**config.mk**
```make
export PLATFORM = sky130hd
export DESIGN_NAME = adc_output_config_regs
export DESIGN_NICKNAME = d
export VERILOG_FILES = /design/src/rtl/adc_cfg_pkg.sv /design/src/rtl/adc_output_config_regs.sv
export VERILOG_INCLUDE_DIRS = /design/src /design/src/rtl
export SDC_FILE = /design/constraint.sdc
export NUM_CORES = 1
export LEC_CHECK = 0
export BUFFER_PORTS_ARGS = -buffer_cell sky130_fd_sc_hd__clkbuf_2
export CAP_MARGIN = 20
export CORE_UTILIZATION = 45
export CTS_BUF_LIST = sky130_fd_sc_hd__clkbuf_16
export DETAILED_ROUTE_END_ITERATION = 10
export HOLD_SLACK_MARGIN = 0.08
export PLACE_DENSITY = 0.7
export SLEW_MARGIN = 20
export SYNTH_ARGS = -nofsm -noshare
export SYNTH_HDL_FRONTEND = slang
export SYNTH_SLANG_ARGS = --single-unit
```
**constraint.sdc**
```tcl
create_clock -name clock -period 6.75 [get_ports clock]
set_clock_uncertainty 0.05 [all_clocks]
set_input_delay 0.675 -clock clock [delete_from_list [all_inputs] [get_ports clock]]
set_output_delay 0.675 -clock clock [all_outputs]
set_load 0.02 [all_outputs]
```
**src/rtl/adc_cfg_map.svh**
```systemverilog
/*
  Register offsets, field positions, reset values and limits of the
  output configuration register bank.
  Assumes nothing; definitions only.
*/
`ifndef ADC_CFG_MAP_SVH
`define ADC_CFG_MAP_SVH

// register offsets
`define OFS_TERM 8'h15
`define OFS_PHASE 8'h16
`define OFS_W1_LO 8'h19
`define OFS_W1_HI 8'h1A
`define OFS_W2_LO 8'h1B
`define OFS_W2_HI 8'h1C
`define OFS_ORDER 8'h21
`define OFS_LANE 8'h22

// field positions
`define TERM_LSB 4
`define TERM_MSB 5
`define PHASE_MSB 3
`define ORDER_BIT 7
`define LANE_PD_BIT 0
`define LANE_RST_BIT 1

// reset values
`define RST_TERM 2'h0
`define RST_PHASE 4'h3
`define RST_WORD 8'h00
`define RST_ORDER 1'h0
`define RST_LANE 1'h0

// limits and codes
`define PHASE_MAX 4'hA
`define TEST_USER 4'h8

`endif

```
**src/rtl/adc_cfg_pkg.sv**
```systemverilog
/*
  Types shared by the output configuration register bank.
  Assumes the map header supplies the numeric constants.
*/
package adc_cfg_pkg;
  typedef logic [7:0] reg_byte_t;
  typedef logic [7:0] reg_addr_t;
  typedef logic [3:0] phase_code_t;
  typedef logic [1:0] term_code_t;
endpackage

```
**src/rtl/adc_output_config_regs.sv**
```systemverilog
/*
  Output configuration registers of a multi-channel converter: output
  termination, output clock phase, two user test words, bit order and
  per-channel power-down and output reset, plus the output data mux.
  Assumes the serial control port decoder runs on the same clock and
  presents one-cycle write and read strobes with an address; channel
  select and test mode come from registers held elsewhere.
*/
//
// Functional notes
// - termination field is two bits, 00 means none, reset 00.
// - phase field is four bits, 60 degree steps, codes 0000 to 1010.
// - phase field resets to 0011, i.e. 180 degrees.
// - phase only picks the output clock phase, never sample latching.
// - two 16-bit user words in low and high bytes, all reset to zero.
// - top bit of bit order register sends LSB first on all channels.
// - lane bit 0 powers down the selected channels, default off.
// - lane bit 1 holds the selected channels' output in reset.
// - test mode user input puts the user words on the outputs.
`timescale 1ns/100ps
`include "adc_cfg_map.svh"

module adc_output_config_regs
  import adc_cfg_pkg::*;
#(
  parameter int CHANNELS = 4,
  parameter int DATA_W = 12
) (
  // clock and reset
  input wire logic clock,
  input wire logic arst_n,
  // register port from serial control decoder
  input wire logic reg_wr,
  input wire logic reg_rd,
  input wire reg_addr_t reg_addr,
  input wire reg_byte_t reg_wdata,
  output reg_byte_t reg_rdata,
  output logic reg_rvalid,
  // settings held elsewhere
  input wire logic [CHANNELS-1:0] chan_select,
  input wire logic [3:0] test_mode,
  input wire logic test_alternate,
  // converted samples
  input wire logic sample_valid,
  input wire logic [CHANNELS*DATA_W-1:0] sample_data,
  // configuration outputs
  output term_code_t term_select,
  output phase_code_t clock_phase,
  output logic lsb_first,
  output logic [CHANNELS-1:0] chan_powerdown,
  output logic [CHANNELS-1:0] chan_out_reset,
  // output words towards serializers
  output logic out_valid,
  output logic [CHANNELS*DATA_W-1:0] out_data
);

  // refuse sizes the lane readback and the word mux cannot serve
  if (CHANNELS < 1 || CHANNELS > 8 ||
      DATA_W < 1 || DATA_W > 16) begin : g_bad_size
    $error("unsupported channel count or data width");
  end

  // address match, used for both writes and reads
  function automatic logic hit(input reg_addr_t a, input reg_addr_t ofs);
    hit = (a == ofs);
  endfunction

  // bit reversal over the data width
  function automatic logic [DATA_W-1:0] flip(input logic [DATA_W-1:0] v);
    for (int i = 0; i < DATA_W; i++) begin
      flip[i] = v[DATA_W-1-i];
    end
  endfunction

  // reset release through two flops
  logic rst_s1_q;
  logic rst_n_q;
  always_ff @(posedge clock or negedge arst_n) begin
    if (!arst_n) begin
      rst_s1_q <= 1'b0;
      rst_n_q <= 1'b0;
    end else begin
      rst_s1_q <= 1'b1;
      rst_n_q <= rst_s1_q;
    end
  end

  logic wr_ok;
  assign wr_ok = reg_wr;

  term_code_t term_q;
  always_ff @(posedge clock or negedge rst_n_q) begin
    if (!rst_n_q) begin
      term_q <= `RST_TERM;
    end else if (wr_ok && hit(reg_addr, `OFS_TERM)) begin
      term_q <= reg_wdata[`TERM_MSB:`TERM_LSB];
    end
  end

  // phase select, codes above the top step are dropped
  phase_code_t phase_q;
  always_ff @(posedge clock or negedge rst_n_q) begin
    if (!rst_n_q) begin
      phase_q <= `RST_PHASE;
    end else if (wr_ok && hit(reg_addr, `OFS_PHASE) &&
                 reg_wdata[`PHASE_MSB:0] <= `PHASE_MAX) begin
      phase_q <= reg_wdata[`PHASE_MSB:0];
    end
  end

  // user test words, one byte per register
  logic [15:0] word1_q;
  logic [15:0] word2_q;
  always_ff @(posedge clock or negedge rst_n_q) begin
    if (!rst_n_q) begin
      word1_q <= {`RST_WORD, `RST_WORD};
      word2_q <= {`RST_WORD, `RST_WORD};
    end else if (wr_ok) begin
      if (hit(reg_addr, `OFS_W1_LO)) word1_q[7:0] <= reg_wdata;
      if (hit(reg_addr, `OFS_W1_HI)) word1_q[15:8] <= reg_wdata;
      if (hit(reg_addr, `OFS_W2_LO)) word2_q[7:0] <= reg_wdata;
      if (hit(reg_addr, `OFS_W2_HI)) word2_q[15:8] <= reg_wdata;
    end
  end

  logic order_q;
  always_ff @(posedge clock or negedge rst_n_q) begin
    if (!rst_n_q) begin
      order_q <= `RST_ORDER;
    end else if (wr_ok && hit(reg_addr, `OFS_ORDER)) begin
      order_q <= reg_wdata[`ORDER_BIT];
    end
  end

  // per-channel lane bits, only selected channels change
  logic [CHANNELS-1:0] pd_q;
  logic [CHANNELS-1:0] ors_q;
  genvar g;
  generate
    for (g = 0; g < CHANNELS; g++) begin : g_lane
      always_ff @(posedge clock or negedge rst_n_q) begin
        if (!rst_n_q) begin
          pd_q[g] <= `RST_LANE;
          ors_q[g] <= `RST_LANE;
        end else if (wr_ok && hit(reg_addr, `OFS_LANE) &&
                     chan_select[g]) begin
          pd_q[g] <= reg_wdata[`LANE_PD_BIT];
          ors_q[g] <= reg_wdata[`LANE_RST_BIT];
        end
      end
    end
  endgenerate

  // lane readback shows the lowest selected channel
  logic [1:0] lane_rd;
  always_comb begin
    lane_rd = 2'h0;
    for (int i = CHANNELS - 1; i >= 0; i--) begin
      if (chan_select[i]) lane_rd = {ors_q[i], pd_q[i]};
    end
  end

  // read data registered one cycle after the strobe, unmapped read 00
  reg_byte_t rd_d;
  always_comb begin
    rd_d = 8'h00;
    if (hit(reg_addr, `OFS_TERM)) rd_d[`TERM_MSB:`TERM_LSB] = term_q;
    if (hit(reg_addr, `OFS_PHASE)) rd_d[`PHASE_MSB:0] = phase_q;
    if (hit(reg_addr, `OFS_W1_LO)) rd_d = word1_q[7:0];
    if (hit(reg_addr, `OFS_W1_HI)) rd_d = word1_q[15:8];
    if (hit(reg_addr, `OFS_W2_LO)) rd_d = word2_q[7:0];
    if (hit(reg_addr, `OFS_W2_HI)) rd_d = word2_q[15:8];
    if (hit(reg_addr, `OFS_ORDER)) rd_d[`ORDER_BIT] = order_q;
    if (hit(reg_addr, `OFS_LANE)) rd_d[1:0] = lane_rd;
  end

  always_ff @(posedge clock or negedge rst_n_q) begin
    if (!rst_n_q) begin
      reg_rdata <= 8'h00;
      reg_rvalid <= 1'b0;
    end else begin
      reg_rvalid <= reg_rd;
      if (reg_rd) reg_rdata <= rd_d;
    end
  end

  // configuration outputs straight from the registers
  assign term_select = term_q;
  // phase leaves the output clock only; samples below ignore it
  assign clock_phase = phase_q;
  assign lsb_first = order_q;
  assign chan_powerdown = pd_q;
  assign chan_out_reset = ors_q;

  // alternate between the two user words on each sample
  logic alt_q;
  always_ff @(posedge clock or negedge rst_n_q) begin
    if (!rst_n_q) begin
      alt_q <= 1'b0;
    end else if (sample_valid) begin
      alt_q <= test_alternate ? ~alt_q : 1'b0;
    end
  end

  // user word replaces samples in user test mode
  logic [DATA_W-1:0] user_word;
  assign user_word = alt_q ? word2_q[DATA_W-1:0] : word1_q[DATA_W-1:0];

  always_ff @(posedge clock or negedge rst_n_q) begin
    if (!rst_n_q) begin
      out_valid <= 1'b0;
    end else begin
      out_valid <= sample_valid;
    end
  end

  generate
    for (g = 0; g < CHANNELS; g++) begin : g_out
      logic [DATA_W-1:0] pick;
      assign pick = (test_mode == `TEST_USER) ? user_word
                  : sample_data[g*DATA_W +: DATA_W];
      // reversal when LSB first, zero while lane held
      always_ff @(posedge clock or negedge rst_n_q) begin
        if (!rst_n_q) begin
          out_data[g*DATA_W +: DATA_W] <= '0;
        end else if (ors_q[g] || pd_q[g]) begin
          out_data[g*DATA_W +: DATA_W] <= '0;
        end else if (sample_valid) begin
          out_data[g*DATA_W +: DATA_W] <= order_q ? flip(pick) : pick;
        end
      end
    end
  endgenerate
endmodule

```
==> reports/metrics.csv, run 1 <==
metric;value;unit
outcome;complete, no violations;
post-route-period-util;35.4;%
die_h;115;um
p_per_area;218;nW/um^2
startpoint_type;flip-flop;
ys_warn_count;0;
finalPower;1.51;mW
rsz0062_at_grt;false;
hold_path_class;flip-flop to asynchronous set/reset pin;
io_pins;151;
syn_area_per_cell;12.2;um^2
crit_slowest_cell;buf_4;
final_nets;688;
slew_headroom;34.6;%
finalSetupTns;0;ns
drtAntennaViolNets;0;
synthArstFlopShare;100;%
cts-buffers-inserted;9;
syn_inst;470;
max_stage_delay;0.64;ns
dp_hpwl;11200;um
fill_cells;1072;
post_drt_wl_per_cell;20.5;um
final_util;56.7;%
die_w;115;um
finalHoldViolCount;0;
grt_pass1_vias;4784;
leakagePower;3.20;nW
gp_routability_congestion;0.858;
viasPerCell;5.83;
dr.pass1.iters;5;
start_util;46.8;%
synth_nets;548;
clk_latency;0.35;ns
drive_gt1_share;40.3;%
drt_drc_violations_left;0;
ys_types;54;
setup_ws;4.36;ns
setup_violations;0;
drv_cap;0;
ir_drop;0.130;mV
vias;4568;
fp.coreArea;12200;um^2
crit_type;flip-flop to output pin;
crit_required;6.02;ns
grt_max_degree;76;
first_iter_violations;246;
numPortBuffers;150;
ys_ff_latch;108;
place_ws;4.10;ns
h-tree-depth;3;
postLayoutCellArea;6930;um^2
cts_tree;done;
dpl.cell_count;766;
wl;16000;um
crit_fanout;51;
regArea;2710;um^2
antenna_cells;0;
grt_overflow_total;0;
cp-end-kind;output pin;
synth_edf_count;0;
grt_use_total;25.5;%
syn_area;5720;um^2
syn2layout_area_growth;21.2;%
cts_sinks;108;
synth-seq-area-share;47.3;%
dpl_cell_area;6630;um^2
multiInputGateArea;2870;um^2
cts_root_buf;clkbuf_16;
synth_top_flop_cell;dfrtp_1;
die-area;13200;um^2
final_max_slew_viol_count;0;
tightest_slew;0.981;ns
cp.arrival;1.66;ns
hold_slack;0.220;ns
rows;40;
fin_crit;2.39;ns
grt_antenna_before_repair;0;
grt_pass1_wl;25300;um
fmax;0.419;GHz
path_cells;buf_4, clkbuf_2;
clock_path_buffers;2;
layoutNonFillerInstCount;783;
clk_pin_slew;0.07;ns
path summary, 6_finish.rpt:
path                            from             end  slack [ns]  cells after the start
setup / recovery           lsb_first       lsb_first        4.36                      2
hold / removal               rst_n_q     out_data[7]        0.22                      0
setup reg to reg               alt_q     out_data[4]        4.75                      4
hold reg to reg              rst_n_q     out_data[7]        0.22                      0
max in group asynchronous    rst_n_q  clock_phase[3]        5.09                      1
min in group clock          rst_s1_q         rst_n_q        0.31                      0
sequential cells by signal (all words and copies together), names as in the netlist:
register / flops
alt_q: 1
chan_out_reset: 4
chan_powerdown: 4
clock_phase: 4
lsb_first: 1
out_data: 48
out_valid: 1
reg_rdata: 8
reg_rvalid: 1
rst_n_q: 1
rst_s1_q: 1
term_select: 2
word1_q: 16
word2_q: 16
cells by family after synthesis:
logic type,count (synthesis),share of synthesized area (%)
flops,108,47.3
other cells,1,0.0656
buf+inv,37,2.71
mux,158,29.0
simple gates,75,8.06
compound gates,91,12.8
Yosys cell counts, drive strengths merged, types with 3 or more instances:
cell type / instances / share of area (%)
nor2: 13 / 0.99
clkbuf: 21 / 1.4
inv: 5 / 0.33
nand2: 21 / 1.5
nand2b: 3 / 0.33
mux2: 61 / 12
a21o: 3 / 0.39
a22o: 52 / 8.0
buf: 11 / 1.0
nor2b: 5 / 0.55
a21oi: 7 / 0.61
nor3: 7 / 0.81
mux2i: 97 / 17
nor3b: 5 / 0.66
nand3b: 3 / 0.39
dfrtp: 106 / 46
o21ai: 6 / 0.53
per-layer routing:
layer | global-route usage (%) | vias up | part of all wire, %
met4 | 8.83 | 0 | 2.1
met1 | 33.4 | 2302 | 44
li1 | - | 2052 | -
met5 | 0 | - | 0
met3 | 7.62 | 23 | 7.2
met2 | 40.3 | 191 | 47
cells in the final DEF (no fill, tap or decap), types with 3 or more instances in the layout:
cell | Yosys | layout
a21o_1 | 3 | 3
a21oi_1 | 7 | 7
a22o_1 | 52 | 52
buf_4 | 3 | 10
clkbuf_16 | 0 | 9
clkbuf_2 | 0 | 150
clkinv_1 | 0 | 3
dfrtp_1 | 106 | 104
inv_1 | 5 | 6
mux2_2 | 61 | 61
mux2i_1 | 97 | 97
nand2_1 | 19 | 19
nand2b_1 | 3 | 3
nand3b_1 | 3 | 3
nor2_1 | 10 | 10
nor2_2 | 3 | 3
nor2b_1 | 5 | 5
nor3_1 | 6 | 5
nor3b_1 | 5 | 5
o21ai_0 | 6 | 6
worst max-delay path, delay by kind of cell (launching register included):
kind | cells | cell delay, ns
buffers and inverters | 2 | 0.94
DFF | 1 | 0.35
where the power goes:
group	switching, mW	total (mW)	internal [mW]
registers	0.0360	0.726	0.690
logic	0.155	0.264	0.109
clock network	0.237	0.520	0.283
final cells by class:
class	count	area share (%)
Clock inverter	7	0.867
Clock buffer	9	3.25
Tap cell	168	3.03
Multi-Input combinational cell	325	41.4
Inverter	5	0.271
Sequential cell	108	39.1
Timing Repair Buffer	161	12.1
what timing repair did:
action / in CTS / in global routing
hold endpoints to repair: 2 / 0
resized for setup: 0 / 0
buffers inserted: 0 / 0
hold buffers: 1 / 0
Note: power is estimated with default switching activity, not from simulation.
==> run 2, diff against run 1 <==
--- a/config.mk
+++ b/config.mk
@@ -6,13 +6,14 @@
 export SDC_FILE = /design/constraint.sdc
 export NUM_CORES = 1
 export LEC_CHECK = 0
+export ABC_AREA = 1
 export BUFFER_PORTS_ARGS = -buffer_cell sky130_fd_sc_hd__clkbuf_2
 export CAP_MARGIN = 20
 export CORE_UTILIZATION = 45
 export CTS_BUF_LIST = sky130_fd_sc_hd__clkbuf_16
 export DETAILED_ROUTE_END_ITERATION = 10
 export HOLD_SLACK_MARGIN = 0.08
-export PLACE_DENSITY = 0.7
+export PLACE_DENSITY = 0.73
 export SLEW_MARGIN = 20
 export SYNTH_ARGS = -nofsm -noshare
 export SYNTH_HDL_FRONTEND = slang
==> constraint.sdc (replaced) <==
create_clock -name clock -period 2.1 [get_ports clock]
set_clock_uncertainty 0.05 [all_clocks]
set_input_delay 0.21 -clock clock [delete_from_list [all_inputs] [get_ports clock]]
set_output_delay 0.21 -clock clock [all_outputs]
set_load 0.02 [all_outputs]
==> run 2 against run 1 <==
  * Via count increased by 22%
  * Routed wire length is 1.8% lower
  * First-iteration DRC count grew to 2.9 times the previous value
  * Setup slack lost 4.0 ns
  * Non-clock buffer count is 14 higher
  * Clock-buffer cell count unchanged
  * Synthesized area shrank 2.0%
  * Combinational power rose to 3.3 times the previous value
  * Clock power grew to 3.1 times the previous value
  * Highest routed layer unchanged
==> reports/metrics.csv, run 2 <==
metric;value;unit;change
grt_use_total;25.6;%;was 25.5%
viasPerCell;5.18;;was 5.83
die_w;114;um;was 115 um
finalPower;4.82;mW;was 1.51 mW
clkPwrFrac;33.6;%;was 34.4%
clock_path_buffers;2;;unchanged
ys_ff_latch;108;;unchanged
crit_path_end;lsb_first;;unchanged
final_cell_mix;nand2_1, clkbuf_2, dfrtp_1;;was clkbuf_2, dfrtp_1, mux2i_1
p_int;3.43;mW;was 1.08 mW
h-tree-depth;3;;unchanged
met1_usage;37.2;%;was 33.4%
vias;5584;;was 4568
sw_frac_of_total;28.9;%;was 28.3%
yosysTopAreaCellShare;47.3;%;was 46.4%
ff2ff_setup_slack;0.42;ns;was 4.75 ns
netlist_top_cells_area;dfrtp_1, nand2_1, nand3_1;;was dfrtp_1, mux2i_1, mux2_2
grt_overflow_total;0;;unchanged
gp_routability_congestion;0.895;;was 0.858
grt_antenna_before_repair;0;;unchanged
ys_warn_count;0;;unchanged
cp-startpoint;lsb_first;;unchanged
crit_slowest_cell;buf_4;;unchanged
cts_tree;done;;unchanged
start_util;46.5;%;was 46.8%
syn_inst;755;;was 470
grt_max_degree;61;;was 76
grt_pass1_vias;4957;;was 4784
p_switching;1.39;mW;was 0.428 mW
setup_violations;0;;unchanged
syn_area_per_cell;7.42;um^2;was 12.2 um^2
syn_area;5600;um^2;was 5720 um^2
drive_gt1_share;24.6;%;was 40.3%
outcome;complete, no violations;;unchanged
slew_headroom;58.3;%;was 34.6%
max_stage_delay;0.45;ns;was 0.64 ns
combPwrFrac;17.9;%;was 17.5%
ys_types;31;;was 54
cts_setup_buffers;0;;unchanged
crit_type;flip-flop to output pin;;unchanged
top_register;out_data;;unchanged
die_h;114;um;was 115 um
fill_cells;1160;;was 1072
synth_top_flop_cell;dfrtp_1;;unchanged
path_cells;buf_4, clkbuf_2;;unchanged
rr_endpoint;out_data[6];;was out_data[4]
rsz0062_at_grt;false;;unchanged
regToRegStartpoint;alt_q;;unchanged
synth_nets;833;;was 548
largest_reg_flops;48;;unchanged
ir_drop;0.325;mV;was 0.130 mV
fp.coreArea;12100;um^2;was 12200 um^2
cts_root_buf;clkbuf_16;;unchanged
fmax;0.591;GHz;
cts-buffers-inserted;9;;unchanged
die-area;12900;um^2;was 13200 um^2
rows;40;;unchanged
numPortBuffers;150;;unchanged
ys_top_cells_by_count;nand2_1, dfrtp_1, nand3_1;;was dfrtp_1, mux2i_1, mux2_2
synth-seq-area-share;48.3;%;was 47.3%
cp-end-kind;output pin;;unchanged
clk_pin_slew;0.07;ns;about the same
dr.pass1.iters;5;;unchanged
cts_resized;0;;unchanged
synthArstFlopShare;100;%;unchanged
worst_r2r_path_depth;8;;was 4
crit_fanout;51;;unchanged
tightest_slew;0.623;ns;was 0.981 ns
gr-usage-met2;38.8;%;was 40.3%
p_per_area;697;nW/um^2;was 218 nW/um^2
synth_top_area_cell;dfrtp_1;;unchanged
min_from;chan_select[0];;
busiest_layer;met2;;unchanged
final_common_cell;nand2_1;;was clkbuf_2
grt_pass1_wl;25400;um;was 25300 um
wl;15700;um;was 16000 um
final_nets;983;;was 688
drt_drc_violations_left;0;;unchanged
syn2layout_area_growth;23.3;%;was 21.2%
post-route-period-util;80.5;%;
hold_path_class;input port to flip-flop;;was flip-flop to asynchronous set/reset pin
clk_latency;0.34;ns;was 0.35 ns
fin_crit;1.69;ns;
cts_hold_buf;3;;was 1
drtAntennaViolNets;0;;unchanged
drv_cap;0;;unchanged
crit_required;1.84;ns;was 6.02 ns
antenna_cells;0;;unchanged
p_seq_share;48.5;%;was 48.1%
leakagePower;3.71;nW;was 3.20 nW
finalSetupTns;0;ns;unchanged
cts_sinks;108;;unchanged
yosysMostFrequentCell;nand2_1;;was dfrtp_1
dp_hpwl;11600;um;was 11200 um
startpoint_type;flip-flop;;unchanged
reg.largest.list;out_data (48), word1_q (16), word2_q (16);;unchanged
synth_edf_count;0;;unchanged
final_max_slew_viol_count;0;;unchanged
first_iter_violations;709;;was 246
final_util;57.3;%;was 56.7%
post_drt_wl_per_cell;14.6;um;was 20.5 um
cp.arrival;1.43;ns;was 1.66 ns
finalHoldViolCount;0;;unchanged
io_pins;151;;unchanged
grt_use_met3;3.51;%;was 7.62%
==> run 2: cell types whose count changed in the layout (fill, tap and decap cells not counted), sizes merged, moves of 40 or more <==
cell / change
a22o: -52
mux2: -61
mux2i: -97
nand2: +288
nand3: +88
nor2: +40
o21ai: +94
==> run 2: logic make-up (layout without fill, tap and decap cells) <==
logic type / after synthesis / count (layout) / synth area share [%]
buffers and inverters: 69 / 224 / 5.09
AO/OA/AOI/OAI: 112 / 112 / 11.2
other: 1 / 1 / 0.0669
AND/OR/NAND/NOR: 465 / 465 / 35.4
flip-flops: 108 / 108 / 48.3
==> run 2: worst min path at each step <==
stage	endpoint	slack (ns)	cells past startpoint
3_5_place_dp	rst_s1_q	-0.05	1
4_1_cts	chan_powerdown[0]	0.11	3
3_3_place_gp	rst_s1_q	-0.05	1
6_report	chan_powerdown[0]	0.12	3
5_1_grt	rst_n_q	0.13	2
2_1_floorplan	rst_n_q	-0.14	0
==> run 2: final cells by class <==
type	count	area, um^2	share of cell area [%]
sequential	108	2710	39.2
inverter	33	124	1.79
clock inverter	7	52.6	0.760
timing repair buffer	175	971	14.1
clock buffer	9	225	3.26
multi-input combinational	578	2620	37.9
tap	168	210	3.04
==> run 2: worst max-delay path, delay by kind of cell, from the launching register on <==
family                 cells  cell delay [ns]
buffers and inverters      2             0.72
DFF                        1             0.35
==> run 2: power by group through the flow <==
stage	logic [mW]	clock network (mW)	registers (mW)
CTS	0.865	1.65	2.34
finish	0.862	1.62	2.34
global route	0.963	1.74	2.36
detailed placement	0.857	0	2.38
global placement	0.849	0	2.37
floorplan	0.379	0	2.51
==> run 2: metrics by stage <==
| step | instances | setup slack [ns] | hold WS, ns | cell area, um^2 |
|---|---|---|---|---|
| global placement | 1059 | 0.433 | -0.0530 | 6600 |
| floorplan | 755 | 0.243 | -0.136 | 5600 |
| detailed placement | 1059 | 0.415 | -0.0509 | 6600 |
| global route | 1078 | 0.264 | 0.130 | 6910 |
| finish | 1078 | 0.409 | 0.119 | 6910 |
| CTS | 1078 | 0.407 | 0.111 | 6910 |
==> run 2: per-layer routing <==
metal,vias up,wire length (um)
met5,-,0
met4,0,358
met3,26,1150
met2,255,7040
met1,2556,7180
li1,2747,-
==> run 3, diff against run 2 <==
--- a/config.mk
+++ b/config.mk
@@ -6,7 +6,7 @@
 export SDC_FILE = /design/constraint.sdc
 export NUM_CORES = 1
 export LEC_CHECK = 0
-export ABC_AREA = 1
+export ABC_AREA = 0
 export BUFFER_PORTS_ARGS = -buffer_cell sky130_fd_sc_hd__clkbuf_2
 export CAP_MARGIN = 20
 export CORE_UTILIZATION = 45
==> constraint.sdc (replaced) <==
create_clock -name clock -period 1.4 [get_ports clock]
set_clock_uncertainty 0.05 [all_clocks]
set_input_delay 0.14 -clock clock [delete_from_list [all_inputs] [get_ports clock]]
set_output_delay 0.14 -clock clock [all_outputs]
set_load 0.02 [all_outputs]
==> run 3 against run 2 <==
  * The flow now finishes with violations (setup timing)
  * Register-to-register slack got worse by 0.66 ns
  * Clock-buffer cell count stayed put
  * Cell area grew 16%
  * First-iteration DRC count decreased by 54%
  * Critical path depth up 2
  * Utilization is 8.6 points higher
  * Final cell count down 20%
  * Power up 54%
  * Via count shrank 13%
  * Die area up 2.0%
==> reports/metrics.csv, run 3 (same netlist as run 1, synthesis figures left out) <==
metric;value;unit;change
outcome;finished, violations left;;was complete, no violations
violations;setup timing;;
final_cell_mix;clkbuf_2, dfrtp_1, buf_4;;was nand2_1, clkbuf_2, dfrtp_1
die_h;115;um;was 114 um
max_stage_delay;0.43;ns;was 0.45 ns
ir_drop;0.476;mV;was 0.325 mV
drt_drc_violations_left;0;;unchanged
cts_tree;done;;unchanged
cts_sinks;108;;unchanged
crit_fanout;5;;was 51
grt_overflow_total;0;;unchanged
postLayoutCellArea;8040;um^2;was 6910 um^2
grt_antenna_before_repair;0;;unchanged
top_register;out_data;;unchanged
post_drt_wl_per_cell;19.9;um;was 14.6 um
p_per_area;924;nW/um^2;was 697 nW/um^2
gp_routability_congestion;0.877;;was 0.895
viasPerCell;5.65;;was 5.18
crit_type;flip-flop to flip-flop;;was flip-flop to output pin
startpoint_type;flip-flop;;unchanged
numPortBuffers;150;;unchanged
syn2layout_area_growth;40.7;%;was 23.3%
path_cells;mux2_2, mux2i_1, mux2i_1, a22o_1;;was buf_4, clkbuf_2
setup_violations;56;;was 0
cts-buffers-inserted;9;;unchanged
rows;40;;unchanged
fmax;0.610;GHz;
grt_use_total;27.3;%;was 25.6%
reg.largest.list;out_data (48), word1_q (16), word2_q (16);;unchanged
post-route-period-util;117;%;
crit_slowest_cell;mux2_2;;was buf_4
finalHoldViolCount;0;;unchanged
hold_slack;0.0866;ns;was 0.119 ns
drtAntennaViolNets;0;;unchanged
grt_pass1_vias;4967;;was 4957
first_iter_violations;328;;was 709
leakagePower;3.82;nW;was 3.71 nW
cp.buffers_inverters;0;;was 2
dpl_cell_area;7330;um^2;was 6600 um^2
die-area;13200;um^2;was 12900 um^2
start_util;46.8;%;was 46.5%
clk_latency;0.36;ns;was 0.34 ns
hold_depth;2;;was 3
setup_ws;-0.238;ns;was 0.409 ns
grt_pass1_wl;26900;um;was 25400 um
fin_crit;1.64;ns;
crit_cells;4;;was 2
fill_cells;955;;was 1160
final_nets;764;;was 983
dr.pass1.iters;4;;was 5
clk_pin_slew;0.07;ns;about the same
io_pins;151;;unchanged
dp_hpwl;12700;um;was 11600 um
drv_cap;0;;unchanged
crit_required;1.60;ns;was 1.84 ns
cp-end-kind;flip-flop;;was output pin
die_w;115;um;was 114 um
final_common_cell;clkbuf_2;;was nand2_1
cts_root_buf;clkbuf_16;;unchanged
largest_reg_flops;48;;unchanged
clock_path_buffers;2;;unchanged
drive_gt1_share;53.5;%;was 24.6%
regArea;2710;um^2;about the same
crit_top_cell;mux2i_1;;
multiInputGateArea;3280;um^2;was 2620 um^2
antenna_cells;0;;unchanged
cp.arrival;1.83;ns;was 1.43 ns
place_ws;-0.362;ns;was 0.415 ns
worst_r2r_path_depth;4;;was 8
wl;17100;um;was 15700 um
fp.coreArea;12200;um^2;was 12100 um^2
cp_top_family;multiplexers;;was buffers and inverters
vias;4851;;was 5584
h-tree-depth;3;;unchanged
rsz0062_at_grt;true;;was false
hold_path_class;input port to flip-flop;;unchanged
final_util;65.9;%;was 57.3%
final_max_slew_viol_count;0;;unchanged
grt_max_degree;40;;was 61
run 3: worst reg2reg max path, cell delays in order, from the launching register on:
cell and delay [ns]:
dfrtp_2 0.42, mux2_2 0.43, mux2i_1 0.28, mux2i_1 0.13
a22o_1 0.22
run 3: layout make-up:
type | count | share of cell area [%]
repair buffers | 237 | 19.3
clock buffers | 9 | 2.80
clock inverters | 7 | 0.467
inverters | 5 | 0.233
well taps | 168 | 2.61
flip-flops and latches | 108 | 33.7
multi-input cells | 325 | 40.8
run 3: power breakdown:
part           leakage [nW]  switching, mW  total [mW]  internal (mW)
logic                  2.28          0.866        1.61          0.743
registers              1.39          0.163        3.49           3.33
clock network         0.139           1.14        2.33           1.19
run 3: per-layer routing:
layer / wire length [um] / global-route usage (%)
met2: 8440 / 45.1
met5: 0 / 0
met1: 7410 / 36.2
met4: 282 / 9.52
met3: 1000 / 5.19
run 3: per-stage QoR:
step	TNS, ns	power [mW]	std cells
after floorplan	-5.80	4.35	470
after global placement	-20.63	4.96	829
after global routing	-12.73	7.72	859
after detailed placement	-24.95	5.01	829
after CTS	-10.01	7.41	858
final	-10.36	7.43	859
run 3: worst paths after layout:
check,startpoint,end,slack (ns)
setup / recovery,alt_q,out_data[31],-0.24
hold / removal,reg_wdata[3],word2_q[3],0.09
setup reg to reg,alt_q,out_data[31],-0.24
hold reg to reg,rst_n_q,reg_rdata[6],0.17
max in group asynchronous,rst_n_q,reg_rdata[0],0.52
min in group asynchronous,rst_n_q,reg_rdata[6],0.17
run 3: repair_timing:
item | in CTS | in global routing
pin swaps | 12 | 6
setup endpoints to repair | 50 | 69
gates resized for setup | 23 | 45
buffers inserted | 4 | 1
hold buffers | 9 | 0
endpoints found under the hold margin | 24 | 0
